[src/hdl/fsr_pkg.sv]
// fsr_pkg: constants and shared types of the flash status and read-configuration block.
// assumes: one 200 MHz clock domain; every user writes fsr_pkg::name, nothing is imported.
package fsr_pkg;
   localparam int ADDR_W = 23;
   localparam int DATA_W = 16;
   localparam int BANK_W = 5;
   localparam int BANK_HI = 22;
   localparam int BANK_LO = 18;
   localparam int PIN_W = 5;
   localparam int SYNC_W = PIN_W + ADDR_W + DATA_W;
   localparam int BOUND_HI = 5;
   // status bit positions
   localparam int SR_IDLE = 7;
   localparam int SR_ERASE_PAUSED = 6;
   localparam int SR_ERASE_FAIL = 5;
   localparam int SR_PROGRAM_FAIL = 4;
   localparam int SR_SUPPLY_INVALID = 3;
   localparam int SR_PROGRAM_PAUSED = 2;
   localparam int SR_LOCKED = 1;
   localparam int SR_BANK_WRITE = 0;
   // read configuration field positions
   localparam int CFG_READ_SELECT = 15;
   localparam int CFG_LAT_HI = 13;
   localparam int CFG_LAT_LO = 11;
   localparam int CFG_STALL_POL = 10;
   localparam int CFG_HOLD_LEN = 9;
   localparam int CFG_STALL_TIM = 8;
   localparam int CFG_ORDER = 7;
   localparam int CFG_NO_WRAP = 3;
   localparam int CFG_LEN_HI = 2;
   localparam int CFG_LEN_LO = 0;
   localparam logic [15:0] CFG_RESET = 16'hbfcf;
   localparam logic [15:0] CFG_WRITE_MASK = 16'hbfcf;
   localparam logic [2:0] LEN_4 = 3'h1;
   localparam logic [2:0] LEN_8 = 3'h2;
   localparam logic [2:0] LEN_16 = 3'h3;
   localparam logic [3:0] MASK_4 = 4'h3;
   localparam logic [3:0] MASK_8 = 4'h7;
   localparam logic [3:0] MASK_16 = 4'hf;
   // command codes
   localparam logic [7:0] CMD_READ_ARRAY = 8'hff;
   localparam logic [7:0] CMD_READ_STATUS = 8'h70;
   localparam logic [7:0] CMD_CLEAR_STATUS = 8'h50;
   localparam logic [7:0] CMD_CFG_SETUP = 8'h60;
   localparam logic [7:0] CMD_CFG_CONFIRM = 8'h03;
   typedef enum logic [1:0] {B_IDLE, B_LAT, B_DATA, B_STALL} fsr_bstate_t;
endpackage : fsr_pkg

[src/hdl/fsr_if.sv]
// fsr_if: carries configuration and burst control between the register side and the sequencer.
// assumes: both ends sit on the same clock; the interface itself holds no state.
`timescale 1ns/1ps
`default_nettype none
interface fsr_if;
   logic [15:0] cfg;
   logic start;
   logic abort;
   logic bclk_edge;
   logic [fsr_pkg::ADDR_W-1:0] start_addr;
   logic [fsr_pkg::ADDR_W-1:0] array_addr;
   logic valid;
   logic wait_active;
   modport ctl (output cfg, start, abort, bclk_edge, start_addr,
                input array_addr, valid, wait_active);
   modport seq (input cfg, start, abort, bclk_edge, start_addr,
                output array_addr, valid, wait_active);
endinterface : fsr_if
`default_nettype wire

[src/hdl/fsr_sync.sv]
// fsr_sync: two-flop synchroniser for a vector of pin levels.
// assumes: inputs are levels from outside the clock domain; INIT is the idle pin level.
`timescale 1ns/1ps
`default_nettype none
module fsr_sync #(
   parameter int W = 1,
   parameter logic [W-1:0] INIT = '0
) (
   input wire logic clk,
   input wire logic rst_n,
   input wire logic [W-1:0] d,
   output logic [W-1:0] q
);
   typedef struct packed {
      logic [W-1:0] s1;
      logic [W-1:0] s2;
   } fsr_sync_t;
   fsr_sync_t r_q;
   fsr_sync_t r_d;
   always_comb begin
      r_d.s1 = d;
      r_d.s2 = r_q.s1;
   end
   // reset to the idle level so no false edge appears at release
   always_ff @(posedge clk or negedge rst_n) begin
      if (!rst_n) begin
         r_q <= {INIT, INIT};
      end else begin
         r_q <= r_d;
      end
   end
   assign q = r_q.s2;
endmodule : fsr_sync
`default_nettype wire

[src/hdl/fsr_burst.sv]
// fsr_burst: synchronous burst sequencer, steps once per burst clock rising edge.
// assumes: bclk_edge is a one-cycle pulse per burst clock rising edge; cfg is stable during a burst.
`timescale 1ns/1ps
`default_nettype none
module fsr_burst (
   input wire logic clk,
   input wire logic rst_n,
   fsr_if.seq bus
);
   typedef struct packed {
      fsr_pkg::fsr_bstate_t st;
      logic [2:0] cnt;
      logic hold;
      logic stalled;
      logic [3:0] k;
      logic [fsr_pkg::ADDR_W-1:0] start;
      logic [fsr_pkg::ADDR_W-1:0] addr;
   } fsr_burst_t;
   fsr_burst_t s_q;
   fsr_burst_t s_d;
   fsr_burst_t adv;
   logic [2:0] len;
   logic [3:0] m;
   logic [fsr_pkg::ADDR_W-1:0] m23;
   logic [fsr_pkg::ADDR_W-1:0] nxt;
   logic [3:0] kn;
   logic linear;
   logic last;
   logic edge_stall;
   always_comb begin
      len = bus.cfg[fsr_pkg::CFG_LEN_HI:fsr_pkg::CFG_LEN_LO];
      case (len)
         fsr_pkg::LEN_4: m = fsr_pkg::MASK_4;
         fsr_pkg::LEN_8: m = fsr_pkg::MASK_8;
         fsr_pkg::LEN_16: m = fsr_pkg::MASK_16;
         default: m = '0;
      endcase
      m23 = {{(fsr_pkg::ADDR_W-4){1'b0}}, m};
      linear = (m == '0) || bus.cfg[fsr_pkg::CFG_NO_WRAP];
      last = (m != '0) && (s_q.k == m);
      kn = s_q.k + 4'h1;
      if (linear) begin
         nxt = s_q.addr + 23'h1;
      end else if (bus.cfg[fsr_pkg::CFG_ORDER]) begin
         nxt = (s_q.addr & ~m23) | ((s_q.addr + 23'h1) & m23);
      end else begin
         nxt = (s_q.start & ~m23) | ((s_q.start ^ {{(fsr_pkg::ADDR_W-4){1'b0}}, kn}) & m23);
      end
      edge_stall = linear && !s_q.stalled && (nxt[fsr_pkg::BOUND_HI:0] == '0)
                   && (s_q.start[1:0] != 2'h0);
      adv = s_q;
      case (s_q.st)
         fsr_pkg::B_IDLE: begin
         end
         fsr_pkg::B_LAT: begin
            if (s_q.cnt <= 3'h1) begin
               adv.st = fsr_pkg::B_DATA;
            end else begin
               adv.cnt = s_q.cnt - 3'h1;
            end
         end
         fsr_pkg::B_DATA: begin
            if (bus.cfg[fsr_pkg::CFG_HOLD_LEN] && !s_q.hold) begin
               adv.hold = 1'b1;
            end else begin
               adv.hold = 1'b0;
               if (last) begin
                  adv.st = fsr_pkg::B_IDLE;
               end else begin
                  adv.k = kn;
                  adv.addr = nxt;
                  if (edge_stall) begin
                     adv.st = fsr_pkg::B_STALL;
                     adv.cnt = {1'b0, s_q.start[1:0]};
                     adv.stalled = 1'b1;
                  end
               end
            end
         end
         fsr_pkg::B_STALL: begin
            if (s_q.cnt <= 3'h1) begin
               adv.st = fsr_pkg::B_DATA;
            end else begin
               adv.cnt = s_q.cnt - 3'h1;
            end
         end
         default: adv.st = fsr_pkg::B_IDLE;
      endcase
      s_d = s_q;
      if (bus.abort) begin
         s_d.st = fsr_pkg::B_IDLE;
      end else if (bus.start) begin
         s_d.st = fsr_pkg::B_LAT;
         // only latency codes 2..5 are defined; 1, 6 and 7 run as their raw count, 0 runs as 1
         s_d.cnt = bus.cfg[fsr_pkg::CFG_LAT_HI:fsr_pkg::CFG_LAT_LO];
         s_d.hold = 1'b0;
         s_d.stalled = 1'b0;
         s_d.k = '0;
         s_d.start = bus.start_addr;
         s_d.addr = bus.start_addr;
      end else if (bus.bclk_edge) begin
         s_d = adv;
      end
   end
   always_ff @(posedge clk or negedge rst_n) begin
      if (!rst_n) begin
         s_q <= '{st: fsr_pkg::B_IDLE, default: '0};
      end else begin
         s_q <= s_d;
      end
   end
   assign bus.array_addr = s_q.addr;
   assign bus.valid = (s_q.st == fsr_pkg::B_DATA);
   // early timing looks at the state the next burst edge will bring
   assign bus.wait_active = bus.cfg[fsr_pkg::CFG_STALL_TIM] ?
      ((adv.st == fsr_pkg::B_LAT) || (adv.st == fsr_pkg::B_STALL)) :
      ((s_q.st == fsr_pkg::B_LAT) || (s_q.st == fsr_pkg::B_STALL));
endmodule : fsr_burst
`default_nettype wire

[src/hdl/fsr_top.sv]
// fsr_top: status and read-configuration logic of a multi-bank burst flash, behind its pins.
// assumes: bus pins and burst clock are asynchronous and synchronised here; the erase/program
// controller and the array run on clk and drive their ports directly.
// What this block does
// - controller idle bit is low while any bank is busy, high when idle.
// - erase, program, supply and lock error flags stick until clear command or reset.
// - program paused bit is one only while a program is suspended.
// - protected-block attempt sets lock error bit and aborts the operation.
// - while busy, bank bit is zero for addressed bank, one for another bank.
// - while idle, bank bit always reads zero.
// - in fast factory programming while busy, bank bit shows not-ready-for-next-word.
// - leaving fast factory programming reads bank bit zero with idle bit high.
// - each stored status one drives a high data line, zero a low line.
// - read configuration changes only through the setup-confirm command pair.
// - reset forces read select to one, asynchronous reads.
// - read select one gives asynchronous reads, zero gives synchronous bursts.
// - bursts run in any block and continue across bank boundaries.
// - first burst word appears after the programmed latency in burst clocks.
// - stall polarity bit picks active-low or active-high stall output.
// - each burst word holds one or two burst clocks per hold bit.
// - stall output is asserted while burst data is not valid.
// - stall timing bit one asserts the stall indicator one clock earlier.
// - burst order bit picks interleaved or sequential addresses.
// - burst length field selects 4, 8, 16 words or continuous.
`timescale 1ns/1ps
`default_nettype none
module fsr_top (
   input wire logic clk,
   input wire logic rst_n,
   input wire logic burst_clk,
   input wire logic chip_en_n,
   input wire logic out_en_n,
   input wire logic wr_en_n,
   input wire logic latch_n,
   input wire logic [fsr_pkg::ADDR_W-1:0] addr,
   input wire logic [fsr_pkg::DATA_W-1:0] dq_in,
   output logic [fsr_pkg::DATA_W-1:0] dq_out,
   output logic dq_oe,
   output logic stall_out,
   input wire logic pec_busy,
   input wire logic [fsr_pkg::BANK_W-1:0] pec_bank,
   input wire logic fast_factory_programming,
   input wire logic ffp_word_busy,
   input wire logic erase_paused,
   input wire logic program_paused,
   input wire logic erase_fail_evt,
   input wire logic program_fail_evt,
   input wire logic supply_invalid_evt,
   input wire logic locked_attempt_evt,
   output logic op_abort,
   output logic cmd_valid,
   output logic [7:0] cmd_code,
   output logic [fsr_pkg::ADDR_W-1:0] cmd_addr,
   output logic [fsr_pkg::ADDR_W-1:0] array_addr,
   input wire logic [fsr_pkg::DATA_W-1:0] array_data,
   output logic [15:0] read_cfg
);
   typedef struct packed {
      logic [fsr_pkg::PIN_W-1:0] pin_prev;
      logic [15:0] cfg;
      logic cfg_armed;
      logic read_status;
      logic erase_fail;
      logic program_fail;
      logic supply_invalid;
      logic locked_err;
      logic valid_dly;
      logic [fsr_pkg::DATA_W-1:0] dq_out;
      logic dq_oe;
      logic stall_out;
      logic op_abort;
      logic cmd_valid;
      logic [7:0] cmd_code;
      logic [fsr_pkg::ADDR_W-1:0] cmd_addr;
      logic [fsr_pkg::ADDR_W-1:0] array_addr;
   } fsr_top_t;

   localparam logic [fsr_pkg::SYNC_W-1:0] SYNC_INIT =
      {{fsr_pkg::PIN_W{1'b1}}, {(fsr_pkg::ADDR_W + fsr_pkg::DATA_W){1'b0}}};

   fsr_top_t s_q;
   fsr_top_t s_d;
   fsr_if ifc ();

   logic [fsr_pkg::SYNC_W-1:0] sync_q;
   logic [fsr_pkg::PIN_W-1:0] pins;
   logic [fsr_pkg::ADDR_W-1:0] a_s;
   logic [fsr_pkg::DATA_W-1:0] d_s;
   logic bclk_s;
   logic ce_s;
   logic oe_s;
   logic we_s;
   logic lat_s;
   logic we_rise;
   logic lat_fall;
   logic bclk_rise;
   logic sync_mode;
   logic reading;
   logic [7:0] status;
   logic [7:0] code;
   logic clear_status;

   fsr_sync #(
      .W(fsr_pkg::SYNC_W),
      .INIT(SYNC_INIT)
   ) u_sync (
      .clk(clk),
      .rst_n(rst_n),
      .d({burst_clk, latch_n, wr_en_n, out_en_n, chip_en_n, addr, dq_in}),
      .q(sync_q)
   );

   fsr_burst u_burst (
      .clk(clk),
      .rst_n(rst_n),
      .bus(ifc.seq)
   );

   always_comb begin
      pins = sync_q[fsr_pkg::SYNC_W-1 -: fsr_pkg::PIN_W];
      a_s = sync_q[fsr_pkg::DATA_W +: fsr_pkg::ADDR_W];
      d_s = sync_q[fsr_pkg::DATA_W-1:0];
      bclk_s = pins[4];
      lat_s = pins[3];
      we_s = pins[2];
      oe_s = pins[1];
      ce_s = pins[0];
      we_rise = we_s && !s_q.pin_prev[2] && !ce_s;
      lat_fall = !lat_s && s_q.pin_prev[3] && !ce_s;
      bclk_rise = bclk_s && !s_q.pin_prev[4];
      sync_mode = !s_q.cfg[fsr_pkg::CFG_READ_SELECT];
      reading = !ce_s && !oe_s && we_s;
      code = d_s[7:0];
      clear_status = we_rise && (code == fsr_pkg::CMD_CLEAR_STATUS) && !s_q.cfg_armed;
   end

   // status image; the controller owns the live bits, this block owns the sticky ones
   always_comb begin
      status = '0;
      status[fsr_pkg::SR_IDLE] = !pec_busy;
      status[fsr_pkg::SR_ERASE_PAUSED] = erase_paused;
      status[fsr_pkg::SR_ERASE_FAIL] = s_q.erase_fail;
      status[fsr_pkg::SR_PROGRAM_FAIL] = s_q.program_fail;
      status[fsr_pkg::SR_SUPPLY_INVALID] = s_q.supply_invalid;
      status[fsr_pkg::SR_PROGRAM_PAUSED] = program_paused;
      status[fsr_pkg::SR_LOCKED] = s_q.locked_err;
      if (!pec_busy) begin
         status[fsr_pkg::SR_BANK_WRITE] = 1'b0;
      end else if (fast_factory_programming) begin
         status[fsr_pkg::SR_BANK_WRITE] = ffp_word_busy;
      end else begin
         status[fsr_pkg::SR_BANK_WRITE] = (pec_bank != a_s[fsr_pkg::BANK_HI:fsr_pkg::BANK_LO]);
      end
   end

   always_comb begin
      ifc.cfg = s_q.cfg;
      ifc.start = lat_fall && sync_mode;
      ifc.abort = ce_s || !sync_mode;
      ifc.bclk_edge = bclk_rise;
      ifc.start_addr = a_s;
   end

   always_comb begin
      s_d = s_q;
      s_d.pin_prev = pins;
      s_d.cmd_valid = 1'b0;
      s_d.op_abort = 1'b0;
      // a set arriving with a clear wins, so no error event is lost
      s_d.erase_fail = erase_fail_evt || (s_q.erase_fail && !clear_status);
      s_d.program_fail = program_fail_evt || (s_q.program_fail && !clear_status);
      s_d.supply_invalid = supply_invalid_evt || (s_q.supply_invalid && !clear_status);
      s_d.locked_err = locked_attempt_evt || (s_q.locked_err && !clear_status);
      s_d.op_abort = locked_attempt_evt;
      if (we_rise) begin
         if (s_q.cfg_armed) begin
            s_d.cfg_armed = 1'b0;
            if (code == fsr_pkg::CMD_CFG_CONFIRM) begin
               // the new value travels on the address lines
               s_d.cfg = a_s[15:0] & fsr_pkg::CFG_WRITE_MASK;
               s_d.read_status = 1'b0;
            end else begin
               s_d.read_status = 1'b1;
            end
         end else begin
            case (code)
               fsr_pkg::CMD_CFG_SETUP: begin
                  s_d.cfg_armed = 1'b1;
               end
               fsr_pkg::CMD_READ_ARRAY: begin
                  s_d.read_status = 1'b0;
               end
               fsr_pkg::CMD_READ_STATUS: begin
                  s_d.read_status = 1'b1;
               end
               fsr_pkg::CMD_CLEAR_STATUS: begin
               end
               default: begin
                  s_d.read_status = 1'b1;
                  s_d.cmd_valid = 1'b1;
                  s_d.cmd_code = code;
                  s_d.cmd_addr = a_s;
               end
            endcase
         end
      end
      s_d.valid_dly = ifc.valid;
      s_d.array_addr = sync_mode ? ifc.array_addr : a_s;
      s_d.dq_oe = reading;
      if (s_q.read_status) begin
         s_d.dq_out = {8'h00, status};
      end else if (!sync_mode) begin
         s_d.dq_out = array_data;
      end else if (s_q.valid_dly) begin
         s_d.dq_out = array_data;
      end
      // stall pin level: active level follows the polarity bit
      s_d.stall_out = (sync_mode && !ce_s && ifc.wait_active) ~^
                      s_q.cfg[fsr_pkg::CFG_STALL_POL];
   end

   always_ff @(posedge clk or negedge rst_n) begin
      if (!rst_n) begin
         s_q <= '{pin_prev: {fsr_pkg::PIN_W{1'b1}},
                  cfg: fsr_pkg::CFG_RESET,
                  stall_out: 1'b0,
                  default: '0};
      end else begin
         s_q <= s_d;
      end
   end

   assign dq_out = s_q.dq_out;
   assign dq_oe = s_q.dq_oe;
   assign stall_out = s_q.stall_out;
   assign op_abort = s_q.op_abort;
   assign cmd_valid = s_q.cmd_valid;
   assign cmd_code = s_q.cmd_code;
   assign cmd_addr = s_q.cmd_addr;
   assign array_addr = s_q.array_addr;
   assign read_cfg = s_q.cfg;
endmodule : fsr_top
`default_nettype wire

[config.mk]
export PLATFORM = sky130hd
export DESIGN_NAME = fsr_top
export DESIGN_NICKNAME = d
export VERILOG_FILES = /design/src/hdl/fsr_pkg.sv /design/src/hdl/fsr_if.sv /design/src/hdl/fsr_sync.sv /design/src/hdl/fsr_burst.sv /design/src/hdl/fsr_top.sv
export SDC_FILE = /design/constraint.sdc
export NUM_CORES = 1
export LEC_CHECK = 0
export ABC_AREA = 0
export BUFFER_PORTS_ARGS = -buffer_cell sky130_fd_sc_hd__buf_4
export CAP_MARGIN = 40
export CORE_MARGIN = 2
export CORE_UTILIZATION = 40
export DETAILED_ROUTE_END_ITERATION = 8
export GPL_ROUTABILITY_DRIVEN = 0
export GPL_TIMING_DRIVEN = 1
export MAX_ROUTING_LAYER = met4
export PLACE_DENSITY = 0.63
export SETUP_SLACK_MARGIN = 0.2
export SYNTH_ARGS = -nofsm -noshare
export SYNTH_HDL_FRONTEND = slang
export SYNTH_SLANG_ARGS = --single-unit
[constraint.sdc]
create_clock -name clk -period 2.3 [get_ports clk]
set_input_delay 0 -clock clk [delete_from_list [all_inputs] [get_ports clk]]
set_output_delay 0 -clock clk [all_outputs]
set_load 0.005 [all_outputs]
==> Word level (Yosys, flattened, before mapping) <==
Index checks and enable logic that the tools add are counted.
{ "totals": {"reg_bits": 244, "latchBits": 0, "ram_bits": 0, "mem_bits_ro": 0, "in_bits": 76, "output_inout_bits": 90, "word_cells": 160, "mem_count": 0} }
{ "classes": {"n_addsub": 3, "mul": 0, "div_mod_pow": 0, "magnitude_cmp": 1, "eq_ne": 22, "n_shift": 0, "muxes": 35, "n_bitwise": 12, "reduce_logical": 61} }
{ "ops": {"columns": ["cell", "count"], "rows": [
  ["23-bit two-way mux", 6],
  ["57-bit two-way mux", 2],
  ["32-bit two-way mux", 3],
  ["16-bit two-way mux", 3],
  ["23-bit bitwise AND", 2],
  ["23-bit by 4-bit bitwise AND with 23-bit output", 2],
  ["23-bit OR", 2],
  ["8-bit by 7-bit == test with 1-bit output (second input constant)", 3],
  ["23-bit by 1-bit adder with 23-bit output (second input constant)", 1],
  ["4-bit NOT with 23-bit output", 1],
  ["23-bit by 4-bit bitwise XOR with 23-bit output", 1],
  ["1-bit logical AND", 21],
  ["5-bit two-way mux", 4],
  ["4-bit one-hot mux with 3 select lines", 1],
  ["1-bit logical NOT", 11],
  ["5-bit one-hot mux with 2 select lines", 1],
  ["3-bit inequality test (second input constant)", 3],
  ["3-bit AND reduction", 3],
  ["3-bit nonzero test", 3],
  ["8-bit by 2-bit == test with 1-bit output (second input constant)", 1],
  ["8-bit == test (second input constant)", 1],
  ["1-bit logical OR", 8],
  ["2-bit two-way mux", 4],
  ["2-bit nonzero test", 4],
  ["other kinds (27)", 43]
]} }

==> Longest topological paths before layout <==
{ "logic_depth": {"ltp_word": 19, "depth_mapped": 9, "mapped_depth_nobuf": 7} }

==> Cells and area by module <==
Synthesis repeated with hierarchy kept, for this count alone.
{ "hier_totals": {"cells_unflattened": 894, "hier_area_um2": 10324.9} }
{ "by_module_without_submodules": {"columns": ["module", "n_inst", "cells_per_inst", "area_each_um2", "seq_area_each_um2"], "rows": [
  ["fsr_top", 1, 355, 4475.5, 2447.3],
  ["fsr_burst", 1, 451, 3634.7, 1426.4],
  ["fsr_sync", 1, 88, 2214.6, 2214.6]
]} }

==> Worst setup path before layout <==
OpenSTA, ideal clock, no wires.
{ "synth_timing": {"kind": "flip-flop to flip-flop", "from": "register s_q, in the netlist read_cfg[0]", "to": "register u_burst.s_q, in the netlist u_burst.bus.array_addr[15]", "setup_ps": 121, "arrival_time_ps": 2145, "required_ps": 2179, "slack_ps": 34, "stages_incl_launch_ff": 7, "path_buffers": 2, "period_less_slack_ps": 2266, "cell_sequence": "dfstp_2 > buf_2 > or4b_1 > a311o_1 > a31o_2 > buf_2 > a22o_1"} }
{ "synth_via": {"elab_chain_len": 10, "word_cells_on_any_way": 17, "cone_classes": "eq/ne (5); mux (7); reduce/logical (5)"} }
{ "synth_lines": {"columns": ["element", "line_no", "rtl"], "rows": [
  ["start: declaration", "fsr_top.sv:81", "fsr_top_t s_q;"],
  ["start signal: assignment", "fsr_top.sv:224", "s_q <= '{pin_prev: {fsr_pkg::PIN_W{1'b1}},"],
  ["3-bit by 2-bit == test with 1-bit output or 3-bit by 1-bit == test with 1-bit output (tied branches)", "fsr_burst.sv:32", "case (len)"],
  ["4-bit one-hot mux with 3 select lines (*)", "fsr_burst.sv:32", null],
  ["4-bit logical NOT", "fsr_burst.sv:39", "linear = (m == '0) || bus.cfg[fsr_pkg::CFG_NO_WRAP];"],
  ["1-bit logical OR", "fsr_burst.sv:39", null],
  ["23-bit two-way mux", "fsr_burst.sv:42", "if (linear) begin"],
  ["23-bit two-way mux", "fsr_burst.sv:67", "if (last) begin"],
  ["23-bit two-way mux", "fsr_burst.sv:63", "if (bus.cfg[fsr_pkg::CFG_HOLD_LEN] && !s_q.hold) begin"],
  ["23-bit two-way mux", "fsr_burst.sv:52", "case (s_q.st)"],
  ["57-bit two-way mux", "fsr_burst.sv:101", "end else if (bus.bclk_edge) begin"],
  ["57-bit two-way mux", "fsr_burst.sv:92", "end else if (bus.start) begin"],
  ["end signal: assignment", "fsr_burst.sv:107", "s_q <= '{st: fsr_pkg::B_IDLE, default: '0};"],
  ["end signal: assignment", "fsr_burst.sv:109", "s_q <= s_d;"],
  ["end: declaration", "fsr_burst.sv:19", "fsr_burst_t s_q;"]
]} }
Mark *: on every way between the ends. The rest lies on a longest branch, timed or not. The select of a mux whose other input is x is not followed.
A chain may end at the register's enable or synchronous reset.

==> Worst setup path after layout <==
{ "layout_timing": {"from": "register s_q, in the netlist read_cfg[0]", "to": "register u_burst.s_q, in the netlist u_burst.bus.array_addr[6]"} }
The elaborated chain is that of the path after synthesis.

==> impl_metrics.env <==
export IMPL_synth_top_area_share_pct=51.7
export IMPL_grt_antenna_before_repair=0
export IMPL_status="complete, no violations"
export IMPL_fin_crit_sh_pct=99.4
export IMPL_cts_sinks=226
export IMPL_rsz0062_at_grt="yes"
export IMPL_critPathSlowestCell="dfstp_2"
export IMPL_drt_pass1_iter_count=6
export IMPL_htreeDepth=1
export IMPL_layout_common_cells="200 x dfrtp_1, 193 x buf_4, 135 x nand2_1, 63 x mux2_2, 60 x dlygate4sd3_1"
export IMPL_setup_viol=0
export IMPL_drive_gt1_share_pct=36.9
export IMPL_syn_inst=846
export IMPL_core_rowCount=56
export IMPL_cp_start_kind="flip-flop"
export IMPL_core_area_um2=23600
export IMPL_antenna_cells=0
export IMPL_dpl_cell_area_um2=10800
export IMPL_start_util_pct=41.0
export IMPL_slowest_delay_ns=0.57
export IMPL_via_count=6711
export IMPL_nets=1100
export IMPL_reg2regPathDepth=6
export IMPL_routed_via_density=4.94
export IMPL_postLayoutCoreUtil_pct=53.4
export IMPL_min_period_ns=2.29
export IMPL_dpl_hpwl_um=14800
export IMPL_drcViolationCount=0
export IMPL_min_path_type="input pin to flip-flop"
export IMPL_synth_adder_area_share_pct=0.388
export IMPL_ir_drop_mv=0.509
export IMPL_cts_buffers=24
export IMPL_overflow=0
export IMPL_synth_area_per_cell_um2=11.4
export IMPL_wl_um=22500
export IMPL_async_reset_ff_share_pct=100
export IMPL_tritoncts="done"
export IMPL_rrSetupSlack_ns=0.01
export IMPL_fp_dieArea_um2=25500
export IMPL_path_max_fanout=7
export IMPL_hold_path_depth=5
export IMPL_drtAntennaViolNets=0
export IMPL_synth_simple_area_share_pct=12.5
export IMPL_drv_cap=0
export IMPL_die_h_um=160
export IMPL_yosys_area_top_type="dfrtp_1"
export IMPL_maxSlewViolCount=0
export IMPL_io_buffer_count=154
export IMPL_yosys_top_cells_area="dfrtp_1 52%, mux2_2 7.3%, dfstp_2 7.1%"
export IMPL_clk_path_buf_depth=3
export IMPL_drt_iter0_markers=378
export IMPL_ys_ff_latch=226
export IMPL_final_area_um2=12600
export IMPL_area_growth_syn_to_layout_pct=30.2
export IMPL_synth_xor_area_share_pct=1.45
export IMPL_clk_pin_slew_ns=0.06
export IMPL_synth_compound_area_share_pct=9.82
export IMPL_crit_type="flip-flop to flip-flop"
export IMPL_crit_arrival_ns=2.73
export IMPL_synth_cell_types=71
export IMPL_root_buffer="clkbuf_16"
export IMPL_layout_commonest_cell="dfrtp_1"
export IMPL_synth_mux_area_share_pct=8.36
export IMPL_synth_warnings=0
export IMPL_hold_viol=0
export IMPL_synth_edf_count=0
export IMPL_grt_pass1_vias=6872
export IMPL_synth_top_family_by_area="simple AND/OR/NAND/NOR gates"
export IMPL_ios=166
export IMPL_maxSlewHeadroom_pct=45.2
export IMPL_power_density_nw_per_um2=801
export IMPL_ys_flop_type="dfrtp_1"
export IMPL_grtUsageTotal_pct=18.1
export IMPL_crit_chain="or4b_1 -> a311o_2 -> a31oi_4 -> clkbuf_16 -> a21oi_2 -> o22ai_1"
export IMPL_worst_pin_slew_ns=0.814
export IMPL_seq_area_frac_synth_pct=58.7
export IMPL_clock_skew_ns=0.0182
export IMPL_power_leakage_nw=5.71
export IMPL_endpoint_kind="flip-flop"
export IMPL_syn_cell_area_um2=9690
export IMPL_grt_max_degree=80
export IMPL_die_w_um=160
export IMPL_worstPathRequired_ns=2.75
export IMPL_fmax_mhz=437
export IMPL_wl_per_cell_um=16.6
export IMPL_setup_tns_ns=0
export IMPL_grt_pass1_wl_um=36700
export IMPL_insertion_delay_ns=0.52
==> power by group <==
| group | leakage (nW) | internal [mW] | switching [mW] |
|---|---|---|---|
| sequential | 2.69 | 4.41 | 0.319 |
| combinational | 2.61 | 0.763 | 0.547 |
| clock | 0.411 | 2.52 | 1.54 |
==> worst paths after layout <==
path	from	endpoint
max reg2reg	read_cfg[0]	u_burst.bus.array_addr[6]
max	read_cfg[0]	u_burst.bus.array_addr[6]
min in group asynchronous	rst_n	u_sync.r_d[37]
min reg2reg	u_sync.r_d[30]	u_sync.q[30]
min	ffp_word_busy	dq_out[0]
max in group asynchronous	rst_n	read_cfg[3]
==> Yosys cell counts (3+ instances only) <==
cell type / instances
o311a_1: 3
nor4b_1: 3
dfrtp_1: 200
o21a_1: 3
and3_1: 7
a21boi_0: 3
mux2_2: 63
inv_1: 11
xnor2_1: 9
nand3_1: 14
ha_1: 3
nor3_1: 10
or2_2: 7
and2_1: 3
o22ai_1: 6
a221oi_1: 4
buf_2: 10
o21ai_1: 5
a31oi_1: 6
clkbuf_1: 18
o211ai_1: 3
o21ai_0: 42
a21o_1: 8
nand2b_1: 4
nor2b_1: 4
nand2_1: 137
o41ai_1: 5
or4_1: 3
nand4_1: 5
dfstp_2: 26
a21oi_1: 27
xor2_1: 7
mux2i_1: 10
nor2_1: 31
or3_1: 5
nor4_1: 6
buf_4: 89
==> routing by layer <==
metal  part of all wire, %  global-route usage (%)
met2                    49                    29.1
met5                     0                       -
met3                   5.0                    2.87
met1                    44                    23.8
met4                   2.1                    5.04
==> critical path, delay by kind of cell, from the launching register on <==
family	cells	cell delay (ns)
buffers and inverters	1	0.24
AND/OR/NAND/NOR	1	0.43
flip-flops	1	0.57
AO/OA/AOI/OAI	4	0.97
==> cell families (layout without fill, tap and decap cells) <==
group	count (synthesis)	count (layout)
muxes	73	73
xor gates and xnor gates	16	16
adders and majority gates	3	3
and+or+nand+nor	255	255
DFF	226	226
buffers and inverters	131	322
AOI/OAI and AO/OA	141	141
other	1	3
==> timing repair <==
action                                  CTS  global route
pin swaps                                 2            20
endpoints found under the setup margin   56            78
hold buffers                             60             0
gates resized for setup                   5            42
setup buffers                             4            11
endpoints found under the hold margin   247             0
gates cloned                              0             3
==> through the flow <==
stage	power [mW]	setup WS [ns]	instances	hold slack, ns
floorplan	5.50	0.162	848	-0.296
global placement	5.91	0.0594	1236	0.0374
detailed placement	5.94	0.0106	1236	0.0422
CTS	10.2	0.0907	1344	0.0222
global route	10.6	-0.0622	1358	0.0530
finish	10.1	0.0143	1358	0.0126
==> state kept, by name (all words and copies together), names as in the netlist, 8 cells and up <==
register and cells:
u_sync.q 36, u_sync.r_d 36, array_addr 23, cmd_addr 23
u_burst.adv 23, u_burst.bus.array_addr 23, dq_out 16, read_cfg 13
u_burst.s_q 11, s_q 10, cmd_code 8
==> area by class of cell <==
| cell class | count | area (um^2) |
|---|---|---|
| Clock inverter | 5 | 100 |
| Inverter | 11 | 41.3 |
| Tap cell | 319 | 399 |
| Fill cell | 2012 | 11000 |
| Sequential cell | 226 | 5690 |
| Timing Repair Buffer | 267 | 2300 |
| Clock buffer | 39 | 738 |
| Multi-Input combinational cell | 491 | 3350 |
Note: power is estimated with default switching activity, not from simulation.
